<file path="src/twm_pkg.sv">
/*
 * Shared definitions for the two-wire master receiver: register map,
 * control bit positions, status codes, bus timing and the state record.
 * Assumes a 40 MHz system clock and an APB master with 32-bit data.
 */
package twm_pkg;

    // register byte offsets
    localparam int         APB_AW        = 8;
    localparam logic [7:0] OFS_CTRL      = 8'h00;
    localparam logic [7:0] OFS_DATA      = 8'h04;
    localparam logic [7:0] OFS_STATUS    = 8'h08;
    localparam logic [7:0] OFS_IRQ_STAT  = 8'h0C;
    localparam logic [7:0] OFS_IRQ_MASK  = 8'h10;

    // serial_control_reg bit positions
    localparam int CTL_FLAG = 7;
    localparam int CTL_ACK  = 6;
    localparam int CTL_STA  = 5;
    localparam int CTL_STO  = 4;
    localparam int CTL_WCOL = 3;
    localparam int CTL_EN   = 2;
    localparam int CTL_IE   = 0;

    // bus_status_reg codes; low three bits are the prescaler field
    localparam logic [7:0] ST_START    = 8'h08;
    localparam logic [7:0] ST_RSTART   = 8'h10;
    localparam logic [7:0] ST_MT_ACK   = 8'h18;
    localparam logic [7:0] ST_MT_NACK  = 8'h20;
    localparam logic [7:0] ST_ARB      = 8'h38;
    localparam logic [7:0] ST_AR_ACK   = 8'h40;
    localparam logic [7:0] ST_AR_NACK  = 8'h48;
    localparam logic [7:0] ST_RX_ACK   = 8'h50;
    localparam logic [7:0] ST_RX_NACK  = 8'h58;
    localparam logic [7:0] ST_NONE     = 8'hF8;
    localparam logic [7:0] STATUS_MASK = 8'hF8;

    // interrupt status / mask bits
    localparam int IRQ_W     = 2;
    localparam int IRQ_EVENT = 0;
    localparam int IRQ_ARB   = 1;

    // bus timing: one quarter of a 100 kHz bit
    localparam int CLK_PERIOD_NS = 25;
    localparam int QUARTER_NS    = 2500;
    localparam int QUARTER_CYC   =
        (QUARTER_NS + CLK_PERIOD_NS - 1) / CLK_PERIOD_NS;
    localparam int TICK_W        = 16;

    // bit phases and bit counter marks
    localparam logic [1:0] PH_DRIVE  = 2'h0;
    localparam logic [1:0] PH_RISE   = 2'h1;
    localparam logic [1:0] PH_SAMPLE = 2'h2;
    localparam logic [1:0] PH_FALL   = 2'h3;
    localparam logic [3:0] BIT_ACK   = 4'h8;
    localparam logic [7:0] DATA_RST  = 8'h00;

    typedef enum logic [2:0] {
        S_IDLE,
        S_START,
        S_BIT,
        S_STOP,
        S_WAIT
    } twm_fsm_t;

    typedef struct packed {
        twm_fsm_t          fsm;
        logic [1:0]        phase;
        logic [TICK_W-1:0] tick;
        logic [3:0]        bitn;
        logic              rx;
        logic              is_read;
        logic              ack_out;
        logic              ack_in;
        logic [7:0]        shift;
        logic              own_bus;
        logic              busy;
        logic              flag;
        logic              ack_en;
        logic              sta;
        logic              sto;
        logic              wcol;
        logic              en;
        logic              ie;
        logic [7:0]        data;
        logic [7:0]        status;
        logic [IRQ_W-1:0]  irq_stat;
        logic [IRQ_W-1:0]  irq_mask;
        logic [2:0]        scl_sync;
        logic [2:0]        sda_sync;
        logic              scl_lvl;
        logic              sda_lvl;
        logic              sda_prev;
        logic              scl_oe_n;
        logic              sda_oe_n;
        logic              pready;
        logic              pslverr;
        logic [31:0]       prdata;
        logic              irq;
    } twm_state_t;

endpackage

</file>
<file path="src/twm_master_rx.sv">
/*
 * Two-wire master receiver with APB register access and one interrupt.
 * Assumes open-drain pads outside (oe_n low pulls the line low), a
 * pull-up on both lines, and an APB master on CLK_I.
 */
// Overview of operation
// RL1 - start write waits for an idle bus, then issues START
// RL2 - after START the flag sets and status shows 0x08
// RL3 - address direction bit chooses master transmit or master receive
// RL4 - software compares status with prescaler bits zero or masked
// RL5 - writing one to the flag clears it; address sent with sta/sto zero
// RL6 - after read address and its ack, flag sets with 0x38/0x40/0x48
// RL7 - received byte is in the data register when flag sets
// RL8 - software clears ack enable before last byte so NACK is returned
// RL9 - stop write sends STOP, then hardware clears the stop request
// RL10 - start write while owning the bus sends repeated START, no STOP
// RL11 - after repeated START status is 0x10 and the bus stays owned
// RL12 - in 0x10 a read address stays receive, write address goes transmit
// RL13 - in 0x08 clearing the flag sends the address and samples ack
// RL14 - in 0x38 release bus, or queue START until bus is free
// RL15 - in 0x40/0x50 next byte received, ack per ack enable
// RL16 - in 0x48 start, stop, or stop then start; stop bit then cleared
// RL17 - in 0x58 byte readable; start, stop or stop then start follows
// RL18 - while the flag is set and the bus is owned the clock line is held low
`timescale 1ns/10ps
module twm_master_rx #(
    parameter int QUARTER_CYC = twm_pkg::QUARTER_CYC
) (
    // system
    input  wire logic        CLK_I,
    input  wire logic        RST_I,
    // apb slave
    input  wire logic        PSEL_I,
    input  wire logic        PENABLE_I,
    input  wire logic        PWRITE_I,
    input  wire logic [7:0]  PADDR_I,
    input  wire logic [31:0] PWDATA_I,
    output logic             PREADY_O,
    output logic [31:0]      PRDATA_O,
    output logic             PSLVERR_O,
    // two-wire pins
    input  wire logic        SCL_I,
    output logic             SCL_O,
    output logic             SCL_OE_N_O,
    input  wire logic        SDA_I,
    output logic             SDA_O,
    output logic             SDA_OE_N_O,
    // interrupt
    output logic             IRQ_O
);

    localparam twm_pkg::twm_state_t ST_RESET = '{
        fsm:      twm_pkg::S_IDLE,
        status:   twm_pkg::ST_NONE,
        data:     twm_pkg::DATA_RST,
        scl_sync: 3'h7,
        sda_sync: 3'h7,
        scl_lvl:  1'h1,
        sda_lvl:  1'h1,
        sda_prev: 1'h1,
        scl_oe_n: 1'h1,
        sda_oe_n: 1'h1,
        default:  '0
    };

    localparam int IRQ_W_L = twm_pkg::IRQ_W;

    twm_pkg::twm_state_t s;
    twm_pkg::twm_state_t n;

    logic step;
    logic stretch;
    logic acc_done;
    logic fin_start;
    logic fin_stop;
    logic fin_bit;
    logic arb_lost;
    logic wr_ctrl;
    logic dispatch;

    function automatic logic is_mapped(input logic [7:0] a);
        is_mapped = (a == twm_pkg::OFS_CTRL) || (a == twm_pkg::OFS_DATA) ||
                    (a == twm_pkg::OFS_STATUS) ||
                    (a == twm_pkg::OFS_IRQ_STAT) ||
                    (a == twm_pkg::OFS_IRQ_MASK);
    endfunction

    assign step     = (s.tick == twm_pkg::TICK_W'(QUARTER_CYC - 1));
    assign stretch  = (s.phase == twm_pkg::PH_SAMPLE) && !s.scl_lvl;
    assign acc_done = PSEL_I && PENABLE_I && s.pready;
    assign wr_ctrl  = acc_done && PWRITE_I && (PADDR_I == twm_pkg::OFS_CTRL);
    assign fin_start = (s.fsm == twm_pkg::S_START) &&
                       (s.phase == twm_pkg::PH_FALL) && step;
    assign fin_stop  = (s.fsm == twm_pkg::S_STOP) &&
                       (s.phase == twm_pkg::PH_FALL) && step;
    assign fin_bit   = (s.fsm == twm_pkg::S_BIT) &&
                       (s.phase == twm_pkg::PH_FALL) && step &&
                       (s.bitn == twm_pkg::BIT_ACK);
    // a released data line read low while we send one means another master
    assign arb_lost  = (s.fsm == twm_pkg::S_BIT) && s.en &&
                       (s.phase == twm_pkg::PH_SAMPLE) && step &&
                       !stretch && s.sda_oe_n && !s.sda_lvl &&
                       (s.rx ? (s.bitn == twm_pkg::BIT_ACK)
                             : (s.bitn != twm_pkg::BIT_ACK));
    assign dispatch  = (s.fsm == twm_pkg::S_WAIT) && !s.flag && s.en;

    always_comb begin
        logic [IRQ_W_L-1:0] irq_set;
        logic [IRQ_W_L-1:0] irq_clr;
        logic               start_seen;
        logic               stop_seen;
        irq_set = '0;
        irq_clr = '0;
        start_seen = 1'h0;
        stop_seen  = 1'h0;
        n = s;

        // pin inputs: three stages, level moves when the last two agree
        n.scl_sync = {s.scl_sync[1:0], SCL_I};
        n.sda_sync = {s.sda_sync[1:0], SDA_I};
        if (s.scl_sync[1] == s.scl_sync[2]) begin
            n.scl_lvl = s.scl_sync[2];
        end
        if (s.sda_sync[1] == s.sda_sync[2]) begin
            n.sda_lvl = s.sda_sync[2];
        end
        n.sda_prev = s.sda_lvl;
        start_seen = s.scl_lvl && s.sda_prev && !s.sda_lvl;
        stop_seen  = s.scl_lvl && !s.sda_prev && s.sda_lvl;
        if (start_seen) begin
            n.busy = 1'h1;
        end else if (stop_seen) begin
            n.busy = 1'h0;
        end

        // apb: answer one cycle into the access phase, commit on pready
        n.pready = 1'h0;
        if (PSEL_I && PENABLE_I && !s.pready) begin
            n.pready  = 1'h1;
            n.pslverr = !is_mapped(PADDR_I);
            unique case (PADDR_I)
                twm_pkg::OFS_CTRL:     n.prdata = {24'h0, s.flag, s.ack_en,
                    s.sta, s.sto, s.wcol, s.en, 1'h0, s.ie};
                twm_pkg::OFS_DATA:     n.prdata = {24'h0, s.data};
                // prescaler field always reads zero  (see RL4)
                twm_pkg::OFS_STATUS:   n.prdata = {24'h0,
                    s.status & twm_pkg::STATUS_MASK};
                twm_pkg::OFS_IRQ_STAT: n.prdata = {30'h0, s.irq_stat};
                twm_pkg::OFS_IRQ_MASK: n.prdata = {30'h0, s.irq_mask};
                default:               n.prdata = 32'h0;
            endcase
        end
        if (acc_done && PWRITE_I) begin
            unique case (PADDR_I)
                twm_pkg::OFS_CTRL: begin
                    if (PWDATA_I[twm_pkg::CTL_FLAG]) begin
                        n.flag = 1'h0;  // see RL5
                    end
                    n.ack_en = PWDATA_I[twm_pkg::CTL_ACK];  // see RL8
                    n.sta    = PWDATA_I[twm_pkg::CTL_STA];  // see RL1
                    n.sto    = PWDATA_I[twm_pkg::CTL_STO];
                    n.en     = PWDATA_I[twm_pkg::CTL_EN];
                    n.ie     = PWDATA_I[twm_pkg::CTL_IE];
                end
                twm_pkg::OFS_DATA: begin
                    // the shifter owns the byte while the flag is low
                    if (s.flag) begin
                        n.data = PWDATA_I[7:0];
                        n.wcol = 1'h0;
                    end else begin
                        n.wcol = 1'h1;
                    end
                end
                twm_pkg::OFS_IRQ_MASK: n.irq_mask = PWDATA_I[IRQ_W_L-1:0];
                default: ;
            endcase
        end
        if (acc_done && !PWRITE_I && (PADDR_I == twm_pkg::OFS_IRQ_STAT)) begin
            irq_clr = s.irq_stat;
        end

        // quarter-bit timer, held off while a slave stretches the clock
        if (s.fsm == twm_pkg::S_START || s.fsm == twm_pkg::S_STOP ||
            s.fsm == twm_pkg::S_BIT) begin
            if (stretch || step) begin
                n.tick = '0;
            end else begin
                n.tick = s.tick + 1'h1;
            end
            if (step && !stretch) begin
                n.phase = s.phase + 2'h1;
            end
        end

        unique case (s.fsm)
            twm_pkg::S_IDLE: begin
                // wait for a free bus  (see RL1, RL14)
                if (s.en && s.sta && !s.flag && !s.busy) begin
                    n.fsm   = twm_pkg::S_START;
                    n.phase = twm_pkg::PH_DRIVE;
                    n.tick  = '0;
                    n.busy  = 1'h1;
                end
            end
            twm_pkg::S_START: begin
                if (fin_start) begin
                    // repeated start keeps the bus  (see RL2, RL10, RL11)
                    n.status  = s.own_bus ? twm_pkg::ST_RSTART
                                          : twm_pkg::ST_START;
                    n.own_bus = 1'h1;
                    n.flag    = 1'h1;
                    n.fsm     = twm_pkg::S_WAIT;
                    irq_set[twm_pkg::IRQ_EVENT] = 1'h1;
                end
            end
            twm_pkg::S_STOP: begin
                if (fin_stop) begin
                    // a pending start then waits in idle  (see RL9, RL16)
                    n.sto     = 1'h0;
                    n.own_bus = 1'h0;
                    n.status  = twm_pkg::ST_NONE;
                    n.fsm     = twm_pkg::S_IDLE;
                end
            end
            twm_pkg::S_BIT: begin
                if (arb_lost) begin
                    // see RL14
                    n.status  = twm_pkg::ST_ARB;
                    n.flag    = 1'h1;
                    n.own_bus = 1'h0;
                    n.fsm     = twm_pkg::S_WAIT;
                    irq_set[twm_pkg::IRQ_EVENT] = 1'h1;
                    irq_set[twm_pkg::IRQ_ARB]   = 1'h1;
                end else if (s.phase == twm_pkg::PH_SAMPLE && step &&
                             !stretch) begin
                    if (s.bitn == twm_pkg::BIT_ACK) begin
                        n.ack_in = !s.sda_lvl;  // see RL13
                    end else if (s.rx) begin
                        n.shift = {s.shift[6:0], s.sda_lvl};
                    end
                end else if (s.phase == twm_pkg::PH_FALL && step) begin
                    if (s.bitn != twm_pkg::BIT_ACK) begin
                        n.bitn = s.bitn + 4'h1;
                        if (!s.rx) begin
                            n.shift = {s.shift[6:0], 1'h0};
                        end
                    end else begin
                        n.flag = 1'h1;
                        n.fsm  = twm_pkg::S_WAIT;
                        irq_set[twm_pkg::IRQ_EVENT] = 1'h1;
                        if (s.rx) begin
                            n.data   = s.shift;  // see RL7
                            n.status = s.ack_out ? twm_pkg::ST_RX_ACK
                                                 : twm_pkg::ST_RX_NACK;
                        end else if (s.is_read) begin
                            n.status = s.ack_in ? twm_pkg::ST_AR_ACK
                                                : twm_pkg::ST_AR_NACK;
                        end else begin
                            // write address hands over to transmit codes
                            n.status = s.ack_in ? twm_pkg::ST_MT_ACK
                                                : twm_pkg::ST_MT_NACK;
                        end
                    end
                end
            end
            twm_pkg::S_WAIT: begin
                if (dispatch) begin
                    n.tick  = '0;
                    n.phase = twm_pkg::PH_DRIVE;
                    n.bitn  = '0;
                    unique case (s.status)
                        twm_pkg::ST_START, twm_pkg::ST_RSTART: begin
                            // see RL3, RL12, RL13
                            n.fsm     = twm_pkg::S_BIT;
                            n.rx      = 1'h0;
                            n.shift   = s.data;
                            n.is_read = s.data[0];
                        end
                        twm_pkg::ST_AR_ACK, twm_pkg::ST_RX_ACK: begin
                            // see RL15
                            n.fsm     = twm_pkg::S_BIT;
                            n.rx      = 1'h1;
                            n.shift   = '0;
                            n.ack_out = s.ack_en;
                        end
                        twm_pkg::ST_ARB, twm_pkg::ST_NONE: begin
                            n.fsm = twm_pkg::S_IDLE;  // see RL14
                        end
                        default: begin
                            // see RL16, RL17
                            if (s.sto) begin
                                n.fsm = twm_pkg::S_STOP;
                            end else if (s.sta) begin
                                n.fsm = twm_pkg::S_START;
                            end
                        end
                    endcase
                end
            end
            default: n.fsm = twm_pkg::S_IDLE;
        endcase

        // disabling the unit drops the bus at once
        if (!s.en) begin
            n.fsm     = twm_pkg::S_IDLE;
            n.own_bus = 1'h0;
            n.tick    = '0;
        end

        // pin drive from the next state; oe_n low pulls the line low
        unique case (n.fsm)
            twm_pkg::S_IDLE: begin
                n.scl_oe_n = 1'h1;
                n.sda_oe_n = 1'h1;
            end
            twm_pkg::S_WAIT: begin
                n.scl_oe_n = !n.own_bus;  // see RL18
                if (!n.own_bus) begin
                    n.sda_oe_n = 1'h1;
                end
            end
            twm_pkg::S_START: begin
                unique case (n.phase)
                    twm_pkg::PH_DRIVE:  n.sda_oe_n = 1'h1;
                    twm_pkg::PH_RISE:   n.scl_oe_n = 1'h1;
                    twm_pkg::PH_SAMPLE: n.sda_oe_n = 1'h0;
                    twm_pkg::PH_FALL:   n.scl_oe_n = 1'h0;
                endcase
            end
            twm_pkg::S_STOP: begin
                unique case (n.phase)
                    twm_pkg::PH_DRIVE:  n.sda_oe_n = 1'h0;
                    twm_pkg::PH_RISE:   n.scl_oe_n = 1'h1;
                    twm_pkg::PH_SAMPLE: n.sda_oe_n = 1'h1;
                    twm_pkg::PH_FALL:   n.sda_oe_n = 1'h1;
                endcase
            end
            twm_pkg::S_BIT: begin
                unique case (n.phase)
                    twm_pkg::PH_DRIVE: begin
                        n.scl_oe_n = 1'h0;
                        if (n.bitn == twm_pkg::BIT_ACK) begin
                            n.sda_oe_n = n.rx ? !n.ack_out : 1'h1;
                        end else begin
                            n.sda_oe_n = n.rx ? 1'h1 : n.shift[7];
                        end
                    end
                    twm_pkg::PH_RISE:   n.scl_oe_n = 1'h1;
                    twm_pkg::PH_SAMPLE: n.scl_oe_n = 1'h1;
                    twm_pkg::PH_FALL:   n.scl_oe_n = 1'h0;
                endcase
            end
            default: ;
        endcase

        // hardware set wins over a read-clear in the same cycle
        n.irq_stat = (s.irq_stat & ~irq_clr) | irq_set;
        n.irq      = |(n.irq_stat & n.irq_mask);
    end

    always_ff @(posedge CLK_I or posedge RST_I) begin
        if (RST_I) begin
            s <= ST_RESET;
        end else begin
            s <= n;
        end
    end

    assign PREADY_O   = s.pready;
    assign PRDATA_O   = s.prdata;
    assign PSLVERR_O  = s.pslverr;
    assign SCL_OE_N_O = s.scl_oe_n;
    assign SDA_OE_N_O = s.sda_oe_n;
    assign SCL_O      = 1'h0;
    assign SDA_O      = 1'h0;
    assign IRQ_O      = s.irq;
endmodule

</file>
<file path="config.mk">
export PLATFORM = sky130hd
export DESIGN_NAME = twm_master_rx
export DESIGN_NICKNAME = d
export VERILOG_FILES = /design/src/twm_pkg.sv /design/src/twm_master_rx.sv
export SDC_FILE = /design/constraint.sdc
export NUM_CORES = 1
export LEC_CHECK = 0
export BUFFER_PORTS_ARGS = -buffer_cell sky130_fd_sc_hd__buf_2
export CORE_ASPECT_RATIO = 1.2
export CORE_MARGIN = 10
export CORE_UTILIZATION = 36
export DETAILED_ROUTE_END_ITERATION = 12
export SYNTH_ARGS = -nofsm -noshare
export SYNTH_HDL_FRONTEND = slang
export SYNTH_SLANG_ARGS = --single-unit
</file>
<file path="constraint.sdc">
create_clock -name CLK_I -period 4.3 [get_ports CLK_I]
set_clock_uncertainty 0.1 [all_clocks]
set_input_delay 0.645 -clock CLK_I [delete_from_list [all_inputs] [get_ports CLK_I]]
set_output_delay 0.645 -clock CLK_I [all_outputs]
set_load 0.02 [all_outputs]
</file>
==> qor.yml <==
outcome: "complete, no violations"
cts_root_buffer: "clkbuf_16"
cp-start-kind: "flip-flop"
grt_usage_pct: 12.47
io_pins: 86
fin_tns_setup_ns: 0
finalCritPeriodShare_pct: 84.76
ys_types: 68
grt_pass1_vias: 3793
rr_endpoint: "SDA_OE_N_O$_DFFE_PP1P_"
initial_utilization_pct: 36.95
place.gp.congestion: 0.9207
power.total_mw: 1.731
hold_violations: 0
area_growth_syn_to_layout_pct: 10.60
hold_path_depth: 0
vias: 3804
initialDrtViolationCount: 201
p_per_area_nw_per_um2: 317.2
io_buffers: 35
cpPeakStageDelay_ns: 0.67
ant_nets: 0
crit_required_ns: 4.48
fmax_mhz: 274.4
grt_max_degree: 64
synth-seq-area-share_pct: 43.52
nNetsFinal: 609
first_pass_iters: 6
synth_edf_count: 0
fin_crit_ns: 3.644
slew-limit-headroom_pct: 28.29
cts.htree.levels: 3
tightest_slew_ns: 1.076
critPathKind: "flip-flop to flip-flop"
cts_buffer_depth: 2
cts_sinks: 85
layout-drive-gt1-share_pct: 17.12
cp_max_fo: 18
cts-buffers-inserted: 9
wire_per_inst_um: 16.32
r2r_start: "s[91]$_DFF_PP0_"
postCtsResizedCells: 0
avgViaCountPerCell: 5.261
yosysTopAreaCellShare_pct: 35.00
clk_latency_ns: 0.35
die_w_um: 126.9
rsz0062_at_grt: "false"
critPathBufInv: 0
hold_end: "n[45]$_DFF_PP1_"
cts_tree: "yes"
critPathArrivalTime_ns: 3.82
min-delay-path-class: "flip-flop to flip-flop"
syn_inst: 524
reg2reg_depth: 8
leakagePower_nw: 2.447
synthTopCellsByArea: "dfrtp_1 35%, dfstp_2 8.5%, buf_4 5.2%"
antenna_found_initial: 0
post-synth-top-area-cell: "dfrtp_1"
hp-start: "n[44]$_DFF_PP1_"
yosysWarningCount: 0
path_delay_family: "simple AND/OR/NAND/NOR gates"
rrSetupSlack_ns: 0.66
wirelength_um: 11800
cp_slowest_cell: "or4_4"
hpwlAfterDp_um: 8794
synth_area_um2: 4933
dieArea_um2: 18810
cap_violations: 0
maxSlewViolCount: 0
ys_seq_elements: 85
syn_area_per_cell_um2: 9.415
die_h_um: 148.2
clk_pin_slew_ns: 0.06
antenna_cells: 0
ir_drop_mv: 0.2128
crit_chain: "ha_1 -> or4b_4 -> or4_4 -> o21a_1 -> a311oi_2 -> mux2_2 -> a211oi_1 -> mux2i_1"
std_cell_rows: 46
postCtsSetupBuffers: 0
end_kind: "flip-flop"
async_reset_ff_share_pct: 100.0
gr-total-overflow: 0
grt_first_pass_wirelength_um: 19190
drc: 0
core_area_um2: 13350
setup_viol: 0
synthFlopType: "dfrtp_1"
cts_hold_buffers: 0
state kept, by name, summed over array words and instances, names as in the netlist:
name,flops
PRDATA_O,8
IRQ_O,1
SDA_OE_N_O,1
PREADY_O,1
SCL_OE_N_O,1
s,67
PSLVERR_O,1
n,5
how the worst max path moves through the flow:
stage,startpoint,end,cells past startpoint
floorplan,s[91]$_DFF_PP0_,SDA_OE_N_O$_DFFE_PP1P_,11
global placement,s[91]$_DFF_PP0_,SDA_OE_N_O$_DFFE_PP1P_,8
detailed placement,s[91]$_DFF_PP0_,SDA_OE_N_O$_DFFE_PP1P_,8
CTS,s[91]$_DFF_PP0_,SDA_OE_N_O$_DFFE_PP1P_,8
global route,s[91]$_DFF_PP0_,SDA_OE_N_O$_DFFE_PP1P_,12
finish,s[91]$_DFF_PP0_,SDA_OE_N_O$_DFFE_PP1P_,8
cells in the final DEF, fill, tap and decap left out, drive strengths merged, types with 4 or more instances in the layout:
cell	synthesis	routed
nor4b	5	5
o21ai	21	21
nand3	19	19
xor2	12	12
o211ai	8	8
mux2i	22	22
nor4	5	5
and2	4	4
o31ai	6	6
nand2	59	59
nor3b	4	4
or3	5	5
dfstp	16	16
or4	6	6
a22oi	6	6
nand2b	4	4
mux2	9	9
nor3	7	7
dfrtp	69	69
a21oi	25	25
ha	12	12
nand4	4	4
inv	18	18
a21o	4	4
and3	7	7
xnor2	8	8
nor2b	5	5
buf	36	43
clkbuf	17	11
nor2	50	50
conb	1	26
per-stage QoR:
step / worst slack, ns / util [%] / instances / cell area [um^2] / hold WS [ns]
6_report: 0.6555 / 40.86 / 723 / 5456 / 0.2553
5_1_grt: 0.4672 / 40.86 / 723 / 5456 / 0.2581
4_1_cts: 0.6711 / 40.86 / 723 / 5456 / 0.2562
3_5_place_dp: 0.7038 / 38.49 / 707 / 5140 / 0.2475
3_3_place_gp: 0.7800 / 38.49 / 707 / 5140 / 0.2459
2_1_floorplan: 0.9203 / - / 549 / 5027 / 0.2452
cell type report:
type | count | area, um^2
Clock inverter | 5 | 83.83
Sequential cell | 85 | 2147
Clock buffer | 11 | 232.7
Timing Repair Buffer | 43 | 235.2
Inverter | 18 | 68.82
Fill cell | 1351 | 7896
Multi-Input combinational cell | 393 | 2479
Tap cell | 168 | 210.2
Yosys cell counts (all sizes together) (3+ instances only):
cell,number
nor2b,5
xor2,12
nor4b,5
a211oi,3
dfrtp,69
nand4b,3
buf,36
nand4,4
and3,7
nor2,50
nand2b,4
nand2,59
mux2,9
clkbuf,17
nor3,7
a311oi,3
dfstp,16
ha,12
nand3b,3
o21ai,21
nand3,19
a21o,4
a211o,3
xnor2,8
a22oi,6
a21oi,25
mux2i,22
or3,5
o31ai,6
nor4,5
or3b,3
o211ai,8
or4,6
and2,4
inv,18
nor3b,4
worst reg2reg max path: cells and delay by family (launching register included):
kind	cells	cell delay, ns
multiplexers	2	0.63
AND/OR/NAND/NOR	2	1.15
AO/OA/AOI/OAI	3	1.10
flip-flops	1	0.38
adder cells (fa/ha/maj)	1	0.20
per-layer routing:
metal  part of all wire (%)  track usage, %  routed length (um)
met5                      0               0                   0
met4                    3.3           6.556                 385
met3                    5.6           3.343                 660
met2                     48           20.32                5708
met1                     43           14.67                5044
where the power goes:
group	internal (mW)	total (mW)	switching [mW]	leakage (nW)
clock network	0.511	0.832	0.321	0.146
registers	0.814	0.822	0.00812	1.08
logic	0.0192	0.0769	0.0577	1.22
kinds of logic (layout without fill, tap and decap cells):
family,Yosys count,after routing,share of synthesized area (%)
flip-flops,85,85,43.52
XOR/XNOR,20,20,3.551
AND/OR/NAND/NOR,200,200,20.87
other,1,26,0.07601
adder cells (fa/ha/maj),14,14,3.449
buffers and inverters,71,77,8.141
AO/OA/AOI/OAI,102,102,13.87
multiplexers,31,31,6.518
No activity file was read; power rests on OpenSTA's default activity.
